--- config.mk ---
export PLATFORM = sky130hd
export DESIGN_NAME = apio_host_cycle
export DESIGN_NICKNAME = d
export VERILOG_FILES = /design/src/apio_pkg.sv /design/src/apio_host_cycle.sv /design/src/apio_fifo.sv
export VERILOG_INCLUDE_DIRS = /design/src
export SDC_FILE = /design/constraint.sdc
export NUM_CORES = 1
export LEC_CHECK = 0
export BUFFER_PORTS_ARGS = -buffer_cell sky130_fd_sc_hd__clkbuf_2
export CAP_MARGIN = 20
export CORE_MARGIN = 4
export CORE_UTILIZATION = 50
export DETAILED_ROUTE_END_ITERATION = 6
export GPL_TIMING_DRIVEN = 0
export PLACE_DENSITY_LB_ADDON = 0.08
export SETUP_SLACK_MARGIN = 0.3
export SYNTH_ARGS = -nofsm -noshare
export SYNTH_HDL_FRONTEND = slang
export SYNTH_HIERARCHICAL = 1
export SYNTH_SLANG_ARGS = --single-unit
--- constraint.sdc ---
create_clock -name clk -period 6.38 [get_ports clk]
set_input_delay 0.319 -clock clk [delete_from_list [all_inputs] [get_ports clk]]
set_output_delay 0.319 -clock clk [all_outputs]
set_load 0.05 [all_outputs]
--- src/apio_cfg.svh ---
`ifndef APIO_CFG_SVH
`define APIO_CFG_SVH

// Clock period in picoseconds (40 MHz)
`define APIO_CLK_PS        25000

// Cycle, strobe and recovery minimums per mode in ns
`define APIO_CYC_NS_M0     600
`define APIO_CYC_NS_M1     383
`define APIO_CYC_NS_M2     240
`define APIO_CYC_NS_M3     180
`define APIO_CYC_NS_M4     120
`define APIO_ACT_NS_M0     165
`define APIO_ACT_NS_M1     125
`define APIO_ACT_NS_M2     100
`define APIO_ACT_NS_M3     80
`define APIO_ACT_NS_M4     70
`define APIO_REC_NS_M3     70
`define APIO_REC_NS_M4     25
// Address setup before strobe, address hold after strobe
`define APIO_SU_NS_M0      70
`define APIO_SU_NS_M1      50
`define APIO_SU_NS_M2      30
`define APIO_SU_NS_M4      25
`define APIO_HOLD_NS       20
// Ready sampling point after strobe on
`define APIO_RDY_NS        35

// Least time to cycles, rounded up
`define APIO_CYC(ns) (((ns) * 1000 + `APIO_CLK_PS - 1) / `APIO_CLK_PS)

// Register codes: 16-bit data register (chip select 0, address 0), 16-bit commands
`define APIO_DATA_REG      5'h00
`define APIO_CMD_W16_A     8'h04
`define APIO_CMD_W16_B     8'h05

// Reset mode and FIFO depth
`define APIO_MODE_RST      3'h0
`define APIO_FIFO_DEPTH    8

`endif

--- src/apio_pkg.sv ---
`default_nettype none
package apio_pkg;
	typedef enum logic [4:0] {
		ST_IDLE  = 5'h01,
		ST_SETUP = 5'h02,
		ST_ACT   = 5'h04,
		ST_WAIT  = 5'h08,
		ST_REC   = 5'h10
	} apio_state_t;
endpackage
`default_nettype wire

--- src/apio_host_cycle.sv ---
`timescale 1ns/10ps
`default_nettype none
`include "apio_cfg.svh"

// Contract
// Every read or write cycle lasts at least 600, 383, 240, 180 or 120 ns for modes 0 to 4.
// The strobe stays active at least 165, 125, 100, 80 or 70 ns for modes 0 to 4.
// The strobe stays inactive at least 70 ns in mode 3 and 25 ns in mode 4 between strobes.
// Active and recovery times are stretched so their sum meets the cycle minimum.
// Ready is sampled 35 ns after strobe on, and a low level holds the cycle open.
// Only ready still low at the sampling point makes a wait state.
// An extended cycle ends as soon as ready returns high.
// The peripheral holds ready low no longer than 1250 ns.
// On an extended read the peripheral has data valid before raising ready.
// The register address is driven on two chip selects and three address lines.
// Task-file accesses use 8 data bits, the data register and commands 04h/05h use 16.
// Strobe polarity is selectable between active low and active high.
// The peripheral releases the data bus within 30 ns of read strobe off.
// A mode setting picks PIO mode 0 to 4 and sets all cycle counts.
module apio_host_cycle (
	input  wire logic        clk,
	input  wire logic        rst_n,
	input  wire logic [2:0]  pioMode,
	input  wire logic        strobeActHigh,
	input  wire logic        reqValid,
	output logic             reqReady,
	input  wire logic        reqWrite,
	input  wire logic [4:0]  reqAddr,
	input  wire logic [7:0]  reqCmd,
	input  wire logic [15:0] reqWdata,
	output logic             rspValid,
	output logic [15:0]      rspRdata,
	output logic             busy,
	output logic             csOne_n,
	output logic             csZero_n,
	output logic [2:0]       devAddr,
	output logic             rdStrobe,
	output logic             wrStrobe,
	input  wire logic [15:0] dataIn,
	output logic [15:0]      dataOut,
	output logic             dataOe,
	input  wire logic        ioReady
);
	// ============================================================
	// Timing tables
	localparam logic [5:0] CYC [5] = '{6'(`APIO_CYC(`APIO_CYC_NS_M0)),
		6'(`APIO_CYC(`APIO_CYC_NS_M1)), 6'(`APIO_CYC(`APIO_CYC_NS_M2)),
		6'(`APIO_CYC(`APIO_CYC_NS_M3)), 6'(`APIO_CYC(`APIO_CYC_NS_M4))};
	localparam logic [5:0] ACT [5] = '{6'(`APIO_CYC(`APIO_ACT_NS_M0)),
		6'(`APIO_CYC(`APIO_ACT_NS_M1)), 6'(`APIO_CYC(`APIO_ACT_NS_M2)),
		6'(`APIO_CYC(`APIO_ACT_NS_M3)), 6'(`APIO_CYC(`APIO_ACT_NS_M4))};
	localparam logic [5:0] REC [5] = '{6'h01, 6'h01, 6'h01,
		6'(`APIO_CYC(`APIO_REC_NS_M3)), 6'(`APIO_CYC(`APIO_REC_NS_M4))};
	localparam logic [5:0] SU [5] = '{6'(`APIO_CYC(`APIO_SU_NS_M0)),
		6'(`APIO_CYC(`APIO_SU_NS_M1)), 6'(`APIO_CYC(`APIO_SU_NS_M2)),
		6'(`APIO_CYC(`APIO_SU_NS_M2)), 6'(`APIO_CYC(`APIO_SU_NS_M4))};
	localparam logic [5:0] HOLD   = 6'(`APIO_CYC(`APIO_HOLD_NS));
	// Ready reaches the second flop one edge after the edge that samples it
	localparam logic [5:0] RDYPT  = 6'(`APIO_CYC(`APIO_RDY_NS)) + 6'h01;
	localparam int         FW     = 1 + 5 + 8 + 16;

	// ============================================================
	// Request FIFO and ready synchroniser
	logic          fOutValid, fOutReady;
	logic [FW-1:0] fOutData;
	logic          rdySync1_reg, rdySync2_reg;

	apio_fifo #(.WIDTH(FW), .DEPTH(`APIO_FIFO_DEPTH)) uFifo (
		.clk      (clk),
		.rst_n    (rst_n),
		.inValid  (reqValid),
		.inReady  (reqReady),
		.inData   ({reqWrite, reqAddr, reqCmd, reqWdata}),
		.outValid (fOutValid),
		.outReady (fOutReady),
		.outData  (fOutData)
	);

	// Two flops before ready is looked at; it arrives from the drive
	always_ff @(posedge clk or negedge rst_n) begin
		if (!rst_n) begin
			rdySync1_reg <= 1'b1;
			rdySync2_reg <= 1'b1;
		end else begin
			rdySync1_reg <= ioReady;
			rdySync2_reg <= rdySync1_reg;
		end
	end

	// ============================================================
	// Cycle sequencer
	apio_pkg::apio_state_t state_reg, state_next;
	logic [5:0]  tmr_reg, tmr_next, cyc_reg, cyc_next;
	logic [2:0]  mode_reg, mode_next;
	logic        wr_reg, wr_next, wide_reg, wide_next, strb_reg, strb_next;
	logic        rsp_reg, rsp_next, oe_reg, oe_next;
	logic [4:0]  addr_reg, addr_next;
	logic [15:0] wd_reg, wd_next, rd_reg, rd_next;
	logic [2:0]  selMode;
	logic        wideReq;
	logic [5:0]  actLen, recMin, recLen;
	logic [15:0] capData;

	always_comb begin
		selMode    = (pioMode > 3'h4) ? 3'h4 : pioMode;
		// Sixteen bits for the data register and bulk commands
		wideReq    = (fOutData[28:24] == `APIO_DATA_REG) ||
		             (fOutData[23:16] == `APIO_CMD_W16_A) ||
		             (fOutData[23:16] == `APIO_CMD_W16_B);
		// Strobe long enough that the synchronised ready sample falls inside it
		actLen     = (ACT[mode_reg] > RDYPT) ? ACT[mode_reg] : RDYPT + 6'h01;
		recMin     = (REC[mode_reg] > HOLD) ? REC[mode_reg] : HOLD;
		// Recovery covers its own minimum and the rest of the cycle
		recLen     = (cyc_reg > recMin) ? cyc_reg - 6'h01 : recMin;
		// Writes leave the last read word in place
		capData    = wr_reg ? rd_reg : (wide_reg ? dataIn : {8'h00, dataIn[7:0]});
		state_next = state_reg;
		tmr_next   = (tmr_reg != 6'h00) ? tmr_reg - 6'h01 : tmr_reg;
		cyc_next   = (cyc_reg != 6'h00) ? cyc_reg - 6'h01 : cyc_reg;
		mode_next  = mode_reg;
		wr_next    = wr_reg;
		wide_next  = wide_reg;
		strb_next  = 1'b0;
		rsp_next   = 1'b0;
		oe_next    = oe_reg;
		addr_next  = addr_reg;
		wd_next    = wd_reg;
		rd_next    = rd_reg;
		fOutReady  = 1'b0;
		case (state_reg)
			apio_pkg::ST_IDLE: begin
				oe_next = 1'b0;
				if (fOutValid) begin
					fOutReady  = 1'b1;
					mode_next  = selMode;
					wr_next    = fOutData[29];
					addr_next  = fOutData[28:24];
					wide_next  = wideReq;
					wd_next    = wideReq ? fOutData[15:0] : {8'h00, fOutData[7:0]};
					oe_next    = fOutData[29];
					tmr_next   = SU[selMode];
					state_next = apio_pkg::ST_SETUP;
				end
			end
			apio_pkg::ST_SETUP: begin
				if (tmr_reg == 6'h01) begin
					strb_next  = 1'b1;
					tmr_next   = actLen;
					cyc_next   = CYC[mode_reg];
					state_next = apio_pkg::ST_ACT;
				end
			end
			apio_pkg::ST_ACT: begin
				strb_next = 1'b1;
				// Ready low at the sampling point opens a wait state
				if ((actLen - tmr_reg == RDYPT) && !rdySync2_reg) begin
					state_next = apio_pkg::ST_WAIT;
				end else if (tmr_reg == 6'h01) begin
					strb_next  = 1'b0;
					rd_next    = capData;
					tmr_next   = recLen;
					state_next = apio_pkg::ST_REC;
				end
			end
			apio_pkg::ST_WAIT: begin
				strb_next = 1'b1;
				// Ends on ready high once the minimum pulse is served; the timer keeps
				// running so a short stall cannot cut the strobe below its minimum
				if (rdySync2_reg && (tmr_reg <= 6'h01)) begin
					strb_next  = 1'b0;
					rd_next    = capData;
					tmr_next   = recLen;
					state_next = apio_pkg::ST_REC;
				end
			end
			apio_pkg::ST_REC: begin
				if (tmr_reg <= 6'h01) begin
					rsp_next   = 1'b1;
					oe_next    = 1'b0;
					state_next = apio_pkg::ST_IDLE;
				end
			end
			default: begin
				state_next = apio_pkg::ST_IDLE;
			end
		endcase
	end

	// State registers
	always_ff @(posedge clk or negedge rst_n) begin
		if (!rst_n) begin
			state_reg <= apio_pkg::ST_IDLE;
			tmr_reg   <= 6'h00;
			cyc_reg   <= 6'h00;
			mode_reg  <= `APIO_MODE_RST;
			wr_reg    <= 1'b0;
			wide_reg  <= 1'b0;
			strb_reg  <= 1'b0;
			rsp_reg   <= 1'b0;
			oe_reg    <= 1'b0;
			addr_reg  <= 5'h00;
			wd_reg    <= 16'h0000;
			rd_reg    <= 16'h0000;
		end else begin
			state_reg <= state_next;
			tmr_reg   <= tmr_next;
			cyc_reg   <= cyc_next;
			mode_reg  <= mode_next;
			wr_reg    <= wr_next;
			wide_reg  <= wide_next;
			strb_reg  <= strb_next;
			rsp_reg   <= rsp_next;
			oe_reg    <= oe_next;
			addr_reg  <= addr_next;
			wd_reg    <= wd_next;
			rd_reg    <= rd_next;
		end
	end

	// ============================================================
	// Pin drive; polarity is a plain XNOR so it can change between cycles only
	always_comb begin
		rdStrobe = (strb_reg && !wr_reg) ~^ strobeActHigh;
		wrStrobe = (strb_reg && wr_reg) ~^ strobeActHigh;
		csOne_n  = !addr_reg[4];
		csZero_n = addr_reg[4];
		devAddr  = addr_reg[2:0];
		dataOut  = wd_reg;
		dataOe   = oe_reg;
		rspValid = rsp_reg;
		rspRdata = rd_reg;
		busy     = (state_reg != apio_pkg::ST_IDLE);
	end
endmodule
`default_nettype wire

--- src/apio_fifo.sv ---
`timescale 1ns/10ps
`default_nettype none
// ============================================================
// Request FIFO
module apio_fifo #(
	parameter int WIDTH = 8,
	parameter int DEPTH = 8
) (
	input  wire logic             clk,
	input  wire logic             rst_n,
	input  wire logic             inValid,
	output logic                  inReady,
	input  wire logic [WIDTH-1:0] inData,
	output logic                  outValid,
	input  wire logic             outReady,
	output logic      [WIDTH-1:0] outData
);
	localparam int AW = $clog2(DEPTH);

	logic [WIDTH-1:0] mem [DEPTH];
	logic [AW-1:0]    wrPtr_reg, wrPtr_next, rdPtr_reg, rdPtr_next;
	logic [AW:0]      count_reg, count_next;
	logic             push, pop;

	// Full and empty come straight from the occupancy count
	always_comb begin
		inReady    = (count_reg != (AW+1)'(DEPTH)) ? 1'b1 : 1'b0;
		outValid   = (count_reg != '0);
		outData    = mem[rdPtr_reg];
		push       = inValid && inReady;
		pop        = outValid && outReady;
		wrPtr_next = push ? ((wrPtr_reg == AW'(DEPTH-1)) ? '0 : wrPtr_reg + 1'b1) : wrPtr_reg;
		rdPtr_next = pop ? ((rdPtr_reg == AW'(DEPTH-1)) ? '0 : rdPtr_reg + 1'b1) : rdPtr_reg;
		count_next = count_reg + (AW+1)'(push) - (AW+1)'(pop);
	end

	// Storage has no reset; only the pointers and the count need one
	always_ff @(posedge clk) begin
		if (push) begin
			mem[wrPtr_reg] <= inData;
		end
	end

	// Pointer and count registers
	always_ff @(posedge clk or negedge rst_n) begin
		if (!rst_n) begin
			wrPtr_reg <= '0;
			rdPtr_reg <= '0;
			count_reg <= '0;
		end else begin
			wrPtr_reg <= wrPtr_next;
			rdPtr_reg <= rdPtr_next;
			count_reg <= count_next;
		end
	end
endmodule
`default_nettype wire

# [Word level (Yosys, flattened, before mapping)]
# Memory sizes are Yosys's and may differ from the RTL's.
# Cells that the tools add are included.
# Widths: inputs -> output; s select.
[totals] register_bits=74 rom_bits=192 wordCells=134 ram_bits=240 in_bits=54 n_memories=5
[op_classes] mux=53 n_eq_ne=20 n_bitwise=4 order_cmp=7 add_sub_neg=7 reduce_logical=21
[memory_table] name="uFifo.mem" words=8 width=30 rd=1 rd_clocked_by_memory_dff=0 write_ports=1 line="apio_fifo.sv:20" source="logic [WIDTH-1:0] mem [DEPTH];"
[memory_table] name="(name not given)" words=8 width=6 rd=1 rd_clocked_by_memory_dff=0 write_ports=0 line="apio_host_cycle.sv:149" source="cyc_next = CYC[mode_reg];"
[memory_table] name="(name not given)" words=8 width=6 rd=1 rd_clocked_by_memory_dff=0 write_ports=0 line="apio_host_cycle.sv:141" source="tmr_next = SU[selMode];"
[memory_table] name="(name not given)" words=8 width=6 rd=1 rd_clocked_by_memory_dff=0 write_ports=0 line="apio_host_cycle.sv:112" source="recMin = (REC[mode_reg] > HOLD) ? REC[mode_reg] : HOLD;"
[memory_table] name="(name not given)" words=8 width=6 rd=1 rd_clocked_by_memory_dff=0 write_ports=0 line="apio_host_cycle.sv:111" source="actLen = (ACT[mode_reg] > RDYPT) ? ACT[mode_reg] : RDYPT + 6'h01;"
[ops] operator="$mux 6" n=20
[ops] operator="$mux 16" n=6
[ops] operator="$pmux 16 s2" n=1
[ops] operator="$mux 5" n=6
[ops] operator="$pmux 5 s5" n=1
[ops] operator="$pmux 6 s4" n=1
[ops] operator="$eq 8x3->1 const B" n=2
[ops] operator="$mux 1" n=13
[ops] operator="$ne 2x2->1 const B" n=6
[ops] operator="$reduce_bool 6->1" n=2
[ops] operator="$sub 6x1->6 const B" n=2
[ops] operator="$mux 3" n=3
[ops] operator="$ge 4x4->1 const B" n=2
[ops] operator="$not 3->4" n=2
[ops] operator="$add 3x1->3 const B" n=2
[ops] operator="$eq 3x3->1 const B" n=2
[ops] operator="$eq 6x1->1 const B" n=1
[ops] operator="$eq 6x2->1 const B" n=1
[ops] operator="$gt 6x1->1 const B" n=1
[ops] operator="$gt 6x2->1 const B" n=1
[ops] operator="$gt 6x6->1" n=1
[ops] operator="$le 6x1->1 const B" n=1
[ops] operator="$logic_and 1x1->1" n=6
[ops] operator="$sub 6x6->6" n=1
[ops] operator="other kinds (22)" n=28

# [Logic depth before layout (Yosys ltp)]
[depth] word_depth=11 depth_mapped=14

# [Modules after synthesis]
# Netlist, hierarchy kept.
[by_module_without_submodules] mod="apio_fifo" area_each_um2=9855.7 cells_per_inst=404 n_inst=1
[by_module_without_submodules] mod="apio_host_cycle" area_each_um2=3050.4 cells_per_inst=304 n_inst=1

# [Least setup slack after synthesis]
# No wires, ideal clock.
[synth_path] path_type="reg-to-reg" start="reg uFifo.count_reg[2]" end="mem uFifo/mem[0][0] (netlist name) (enable)" setup_ns=0.492 synth_period_minus_slack_ns=4.487 arrival_time_ns=3.994 slack_ns=1.893 n_path_buf=0 path_stages_with_launch=6 path_cell_list="dfrtp_1 -> inv_1 -> ha_1 -> or3b_2 -> nand2_2 -> nor4_1"
[synth_between] elab_chain_cells=5
[synth_rtl] item="start: declaration" line="apio_fifo.sv:22" source="logic [AW:0] count_reg, count_next;"
[synth_rtl] item="start signal: assignment" line="apio_fifo.sv:53" source="count_reg <= count_next;"
[synth_rtl] item="$ne 4x4->1" line="apio_fifo.sv:27" source="inReady = (count_reg != (AW+1)'(DEPTH)) ? 1'b1 : 1'b0;"
[synth_rtl] item="$mux 1" line="apio_fifo.sv:27"
[synth_rtl] item="via reqReady" line="apio_host_cycle.sv:26" source="output logic reqReady,"
[synth_rtl] item="$logic_and 1x1->1" line="apio_fifo.sv:30" source="push = inValid && inReady;"
[synth_rtl] item="$mux 1" line="apio_fifo.sv:39" source="if (push) begin"
[synth_rtl] item="$mux 1 (implied by the code)" line="apio_fifo.sv:40" source="mem[wrPtr_reg] <= inData;"
[synth_rtl] item="end: declaration" line="apio_fifo.sv:20"
# The timed path passes the listed nets, and every way through them passes these cells.

# [Final worst setup path]
[layout_path] start="reg uFifo.rdPtr_reg[2]" end="reg wd_reg[10], in the netlist dataOut[10]"
[layout_between] elab_chain_cells=5 word_cells_on_any_way=7
[layout_rtl] item="start: declaration" line="apio_fifo.sv:21" source="logic [AW-1:0] wrPtr_reg, wrPtr_next, rdPtr_reg, rdPtr_next;"
[layout_rtl] item="start signal: assignment" line="apio_fifo.sv:52" source="rdPtr_reg <= rdPtr_next;"
[layout_rtl] item="$mem_v2 8x30"
[layout_rtl] item="via fOutData[24]" line="apio_host_cycle.sv:65" source="logic [FW-1:0] fOutData;"
[layout_rtl] item="$logic_not 5->1 (no source line)"
[layout_rtl] item="$logic_or 1x1->1 (2 in series)" line="apio_host_cycle.sv:107" source="wideReq = (fOutData[28:24] == `APIO_DATA_REG) ||"
[layout_rtl] item="$mux 16" line="apio_host_cycle.sv:139" source="wd_next = wideReq ? fOutData[15:0] : {8'h00, fOutData[7:0]};"
[layout_rtl] item="end signal: assignment" line="apio_host_cycle.sv:215" source="wd_reg <= wd_next;"
[layout_rtl] item="end: declaration" line="apio_host_cycle.sv:98" source="logic [15:0] wd_reg, wd_next, rd_reg, rd_next;"
# The timed path passes the listed nets, and every way through them passes these cells.
# A chain may end at the register's enable or synchronous reset.

==> flow_summary.yaml <==
timing:
  fin_setup_tns_ps: 0
  fin_crit_ps: 3810
  rsz0062_at_grt: "no"
  max_freq_ghz: 0.263
  fin_crit_sh_pct: 59.7
  finalSetupViolCount: 0
  worst_pin_slew_ps: 1070
  hold_violations: 0
  skew_ps: 9.54
  fin_hold_ws_ps: 32.5
  slew_headroom_pct: 28.2
  drv_slew: 0
worst_setup_path:
  cpMaxStageDelayCell: "nor2_1"
  cpPeakStageDelay_ps: 820
  cp-end-kind: "flip-flop"
  worstPathRequired_ps: 6870
  crit_path_start_kind: "flip-flop"
  worstPathCellList: "clkbuf_1 > clkbuf_1 > mux4_1 > mux2_2 > or4_1 > nor2_1 > a31oi_1 > nor2_1 > a22o_1"
  cp_max_fo: 10
  critPathArrivalTime_ps: 4300
  critPathKind: "reg2reg"
clock_tree:
  clk_path_buf_depth: 3
  htreeDepth: 1
  clock_sinks: 305
  cts_tree: "yes"
  cts_buffers: 31
  clk_latency_ps: 560
  cts-root-buf: "clkbuf_16"
  clk_pin_slew_ps: 60
  cts_resized: 0
layout:
  antenna_cells: 0
  drive_gt1_share_pct: 27.8
  fin_cells: 1214
  fillers: 1817
  top_register: "uFifo/mem"
  syn_to_final_growth_pct: 19.1
  largest_reg_flops: 232
  fin_nets: 939
  multi_input_area_um2: 3620
  seq_area_um2: 8800
global_routing:
  grt_overflow: 0
  grt_pass1_wl_um: 40800
  grt_start_max_net_pins: 58
  grt_pass1_vias: 7124
  antenna_found_initial: 1
  grt_use_total_pct: 18.9
min_path:
  worstHoldPathType: "in2reg"
floorplanning:
  die_h_um: 167
  rows: 57
  boundaryPins: 97
  start_util_pct: 51.4
  die_w_um: 167
  fp.dieArea_um2: 27800
  core_area_um2: 24500
drt:
  wl_met2_um: 13100
  dr.pass1.iters: 4
  avgRoutedWirePerCell_um: 21.4
  ant_nets: 0
  wl_met1_um: 11000
  wl_met3_um: 1330
  highest_layer: "met5"
  routed_wirelength_um: 26000
  drt-initial-drc-count: 337
  dr_total_vias: 6736
  drc: 0
  routed_via_density: 5.55
synthesis:
  syn_inst: 697
  ys_warn_count: 6
  syn_nets: 771
  avgSynthCellArea_um2: 18.1
  synth_area_um2: 12600
status:
  status: "finished clean"
power:
  leakage_nw: 5.74
  p_per_area_nw_per_um2: 463
  power.total_w: 0.00694
  peakVddDrop_v: 0.000255
placed_design:
  dp.cells: 1139
  portBuffers: 95
  gp_congestion: 0.818
  dp_hpwl_um: 17500
job:
  cap_viol_max_count: 0
## metrics by stage
stage / util, % / setup slack (ps) / instance area, µm²
finish: 61.2 / 2570 / 15000
global route: 61.2 / 2280 / 15000
CTS: 61.2 / 2450 / 15000
detailed placement: 56.4 / 2480 / 13800
global placement: 55.0 / -905 / 13500
floorplan: - / 1990 / 12600
## worst paths after layout
path                                           startpoint                       to  slack [ps]  cells past startpoint
setup reg to reg           uFifo/rdPtr_reg[2]$_DFFE_PN0P_  dataOut[10]$_DFFE_PN0P_        2570                      9
setup / recovery           uFifo/rdPtr_reg[2]$_DFFE_PN0P_  dataOut[10]$_DFFE_PN0P_        2570                      9
max in group asynchronous                           rst_n   rdySync2_reg$_DFF_PN1_        5550                      3
hold / removal                                 pioMode[1]  mode_reg[1]$_DFFE_PN0P_          30                      3
min in group asynchronous                           rst_n     cyc_reg[4]$_DFF_PN0_         210                      2
hold reg to reg                    rdySync1_reg$_DFF_PN1_   rdySync2_reg$_DFF_PN1_         360                      0
## power breakdown
group	internal, W	switching [W]	total, W
Sequential	0.00255	0.000191	0.00274
Clock	0.00101	0.000730	0.00174
Combinational	0.00104	0.00143	0.00247
Total	0.00459	0.00235	0.00694
## per-layer routing
layer / vias up / global-route usage [%]
li1: 3109 / -
met1: 3434 / 25.4
met2: 149 / 32.4
met3: 42 / 3.48
met4: 2 / 4.45
met5: - / 0
## worst max-delay path, delay by kind of cell (launching register included)
family                 cells  cell delay (ps)
AO/OA/AOI/OAI              2              310
multiplexers               2              680
buffers and inverters      2              860
AND/OR/NAND/NOR            3             1530
flip-flops                 1              340
## cell type report
cell class	instances	share of cell area, %
Clock buffer	38	5.54
Inverter	17	0.425
Buffer	26	1.13
Sequential cell	305	58.6
Multi-Input combinational cell	349	24.1
Timing Repair Buffer	135	6.38
Clock inverter	20	1.13
Tap cell	324	2.70
## cell usage in the layout (no fill, tap or decap), types with 3 or more instances in the layout
| cell type | count |
|---|---|
| nor2_4 | 3 |
| buf_8 | 5 |
| mux4_1 | 57 |
| clkbuf_1 | 18 |
| nand3b_1 | 5 |
| xor2_1 | 6 |
| a21oi_1 | 9 |
| buf_4 | 6 |
| clkinvlp_4 | 3 |
| ha_1 | 18 |
| mux2_2 | 41 |
| xnor2_1 | 8 |
| edfxtp_1 | 232 |
| o21ai_0 | 28 |
| clkinv_1 | 7 |
| clkinv_2 | 7 |
| a22o_1 | 9 |
| nand3_1 | 7 |
| buf_16 | 3 |
| dfstp_2 | 3 |
| nor3_2 | 4 |
| nand2b_1 | 5 |
| clkbuf_2 | 95 |
| nor2b_1 | 3 |
| dlygate4sd3_1 | 17 |
| nor3_1 | 4 |
| dfrtp_1 | 70 |
| nor2_1 | 17 |
| clkbuf_16 | 31 |
| buf_6 | 17 |
| a21o_1 | 4 |
| inv_1 | 16 |
| clkbuf_8 | 3 |
| o22ai_1 | 5 |
| nand2_1 | 69 |
| or3b_2 | 4 |
## repair_timing
action                                  CTS  global route
hold buffers                             17             0
setup buffers                             0             0
hold endpoints to repair                 36             0
endpoints found under the setup margin    0             0
No activity file was read; power rests on OpenSTA's default activity.
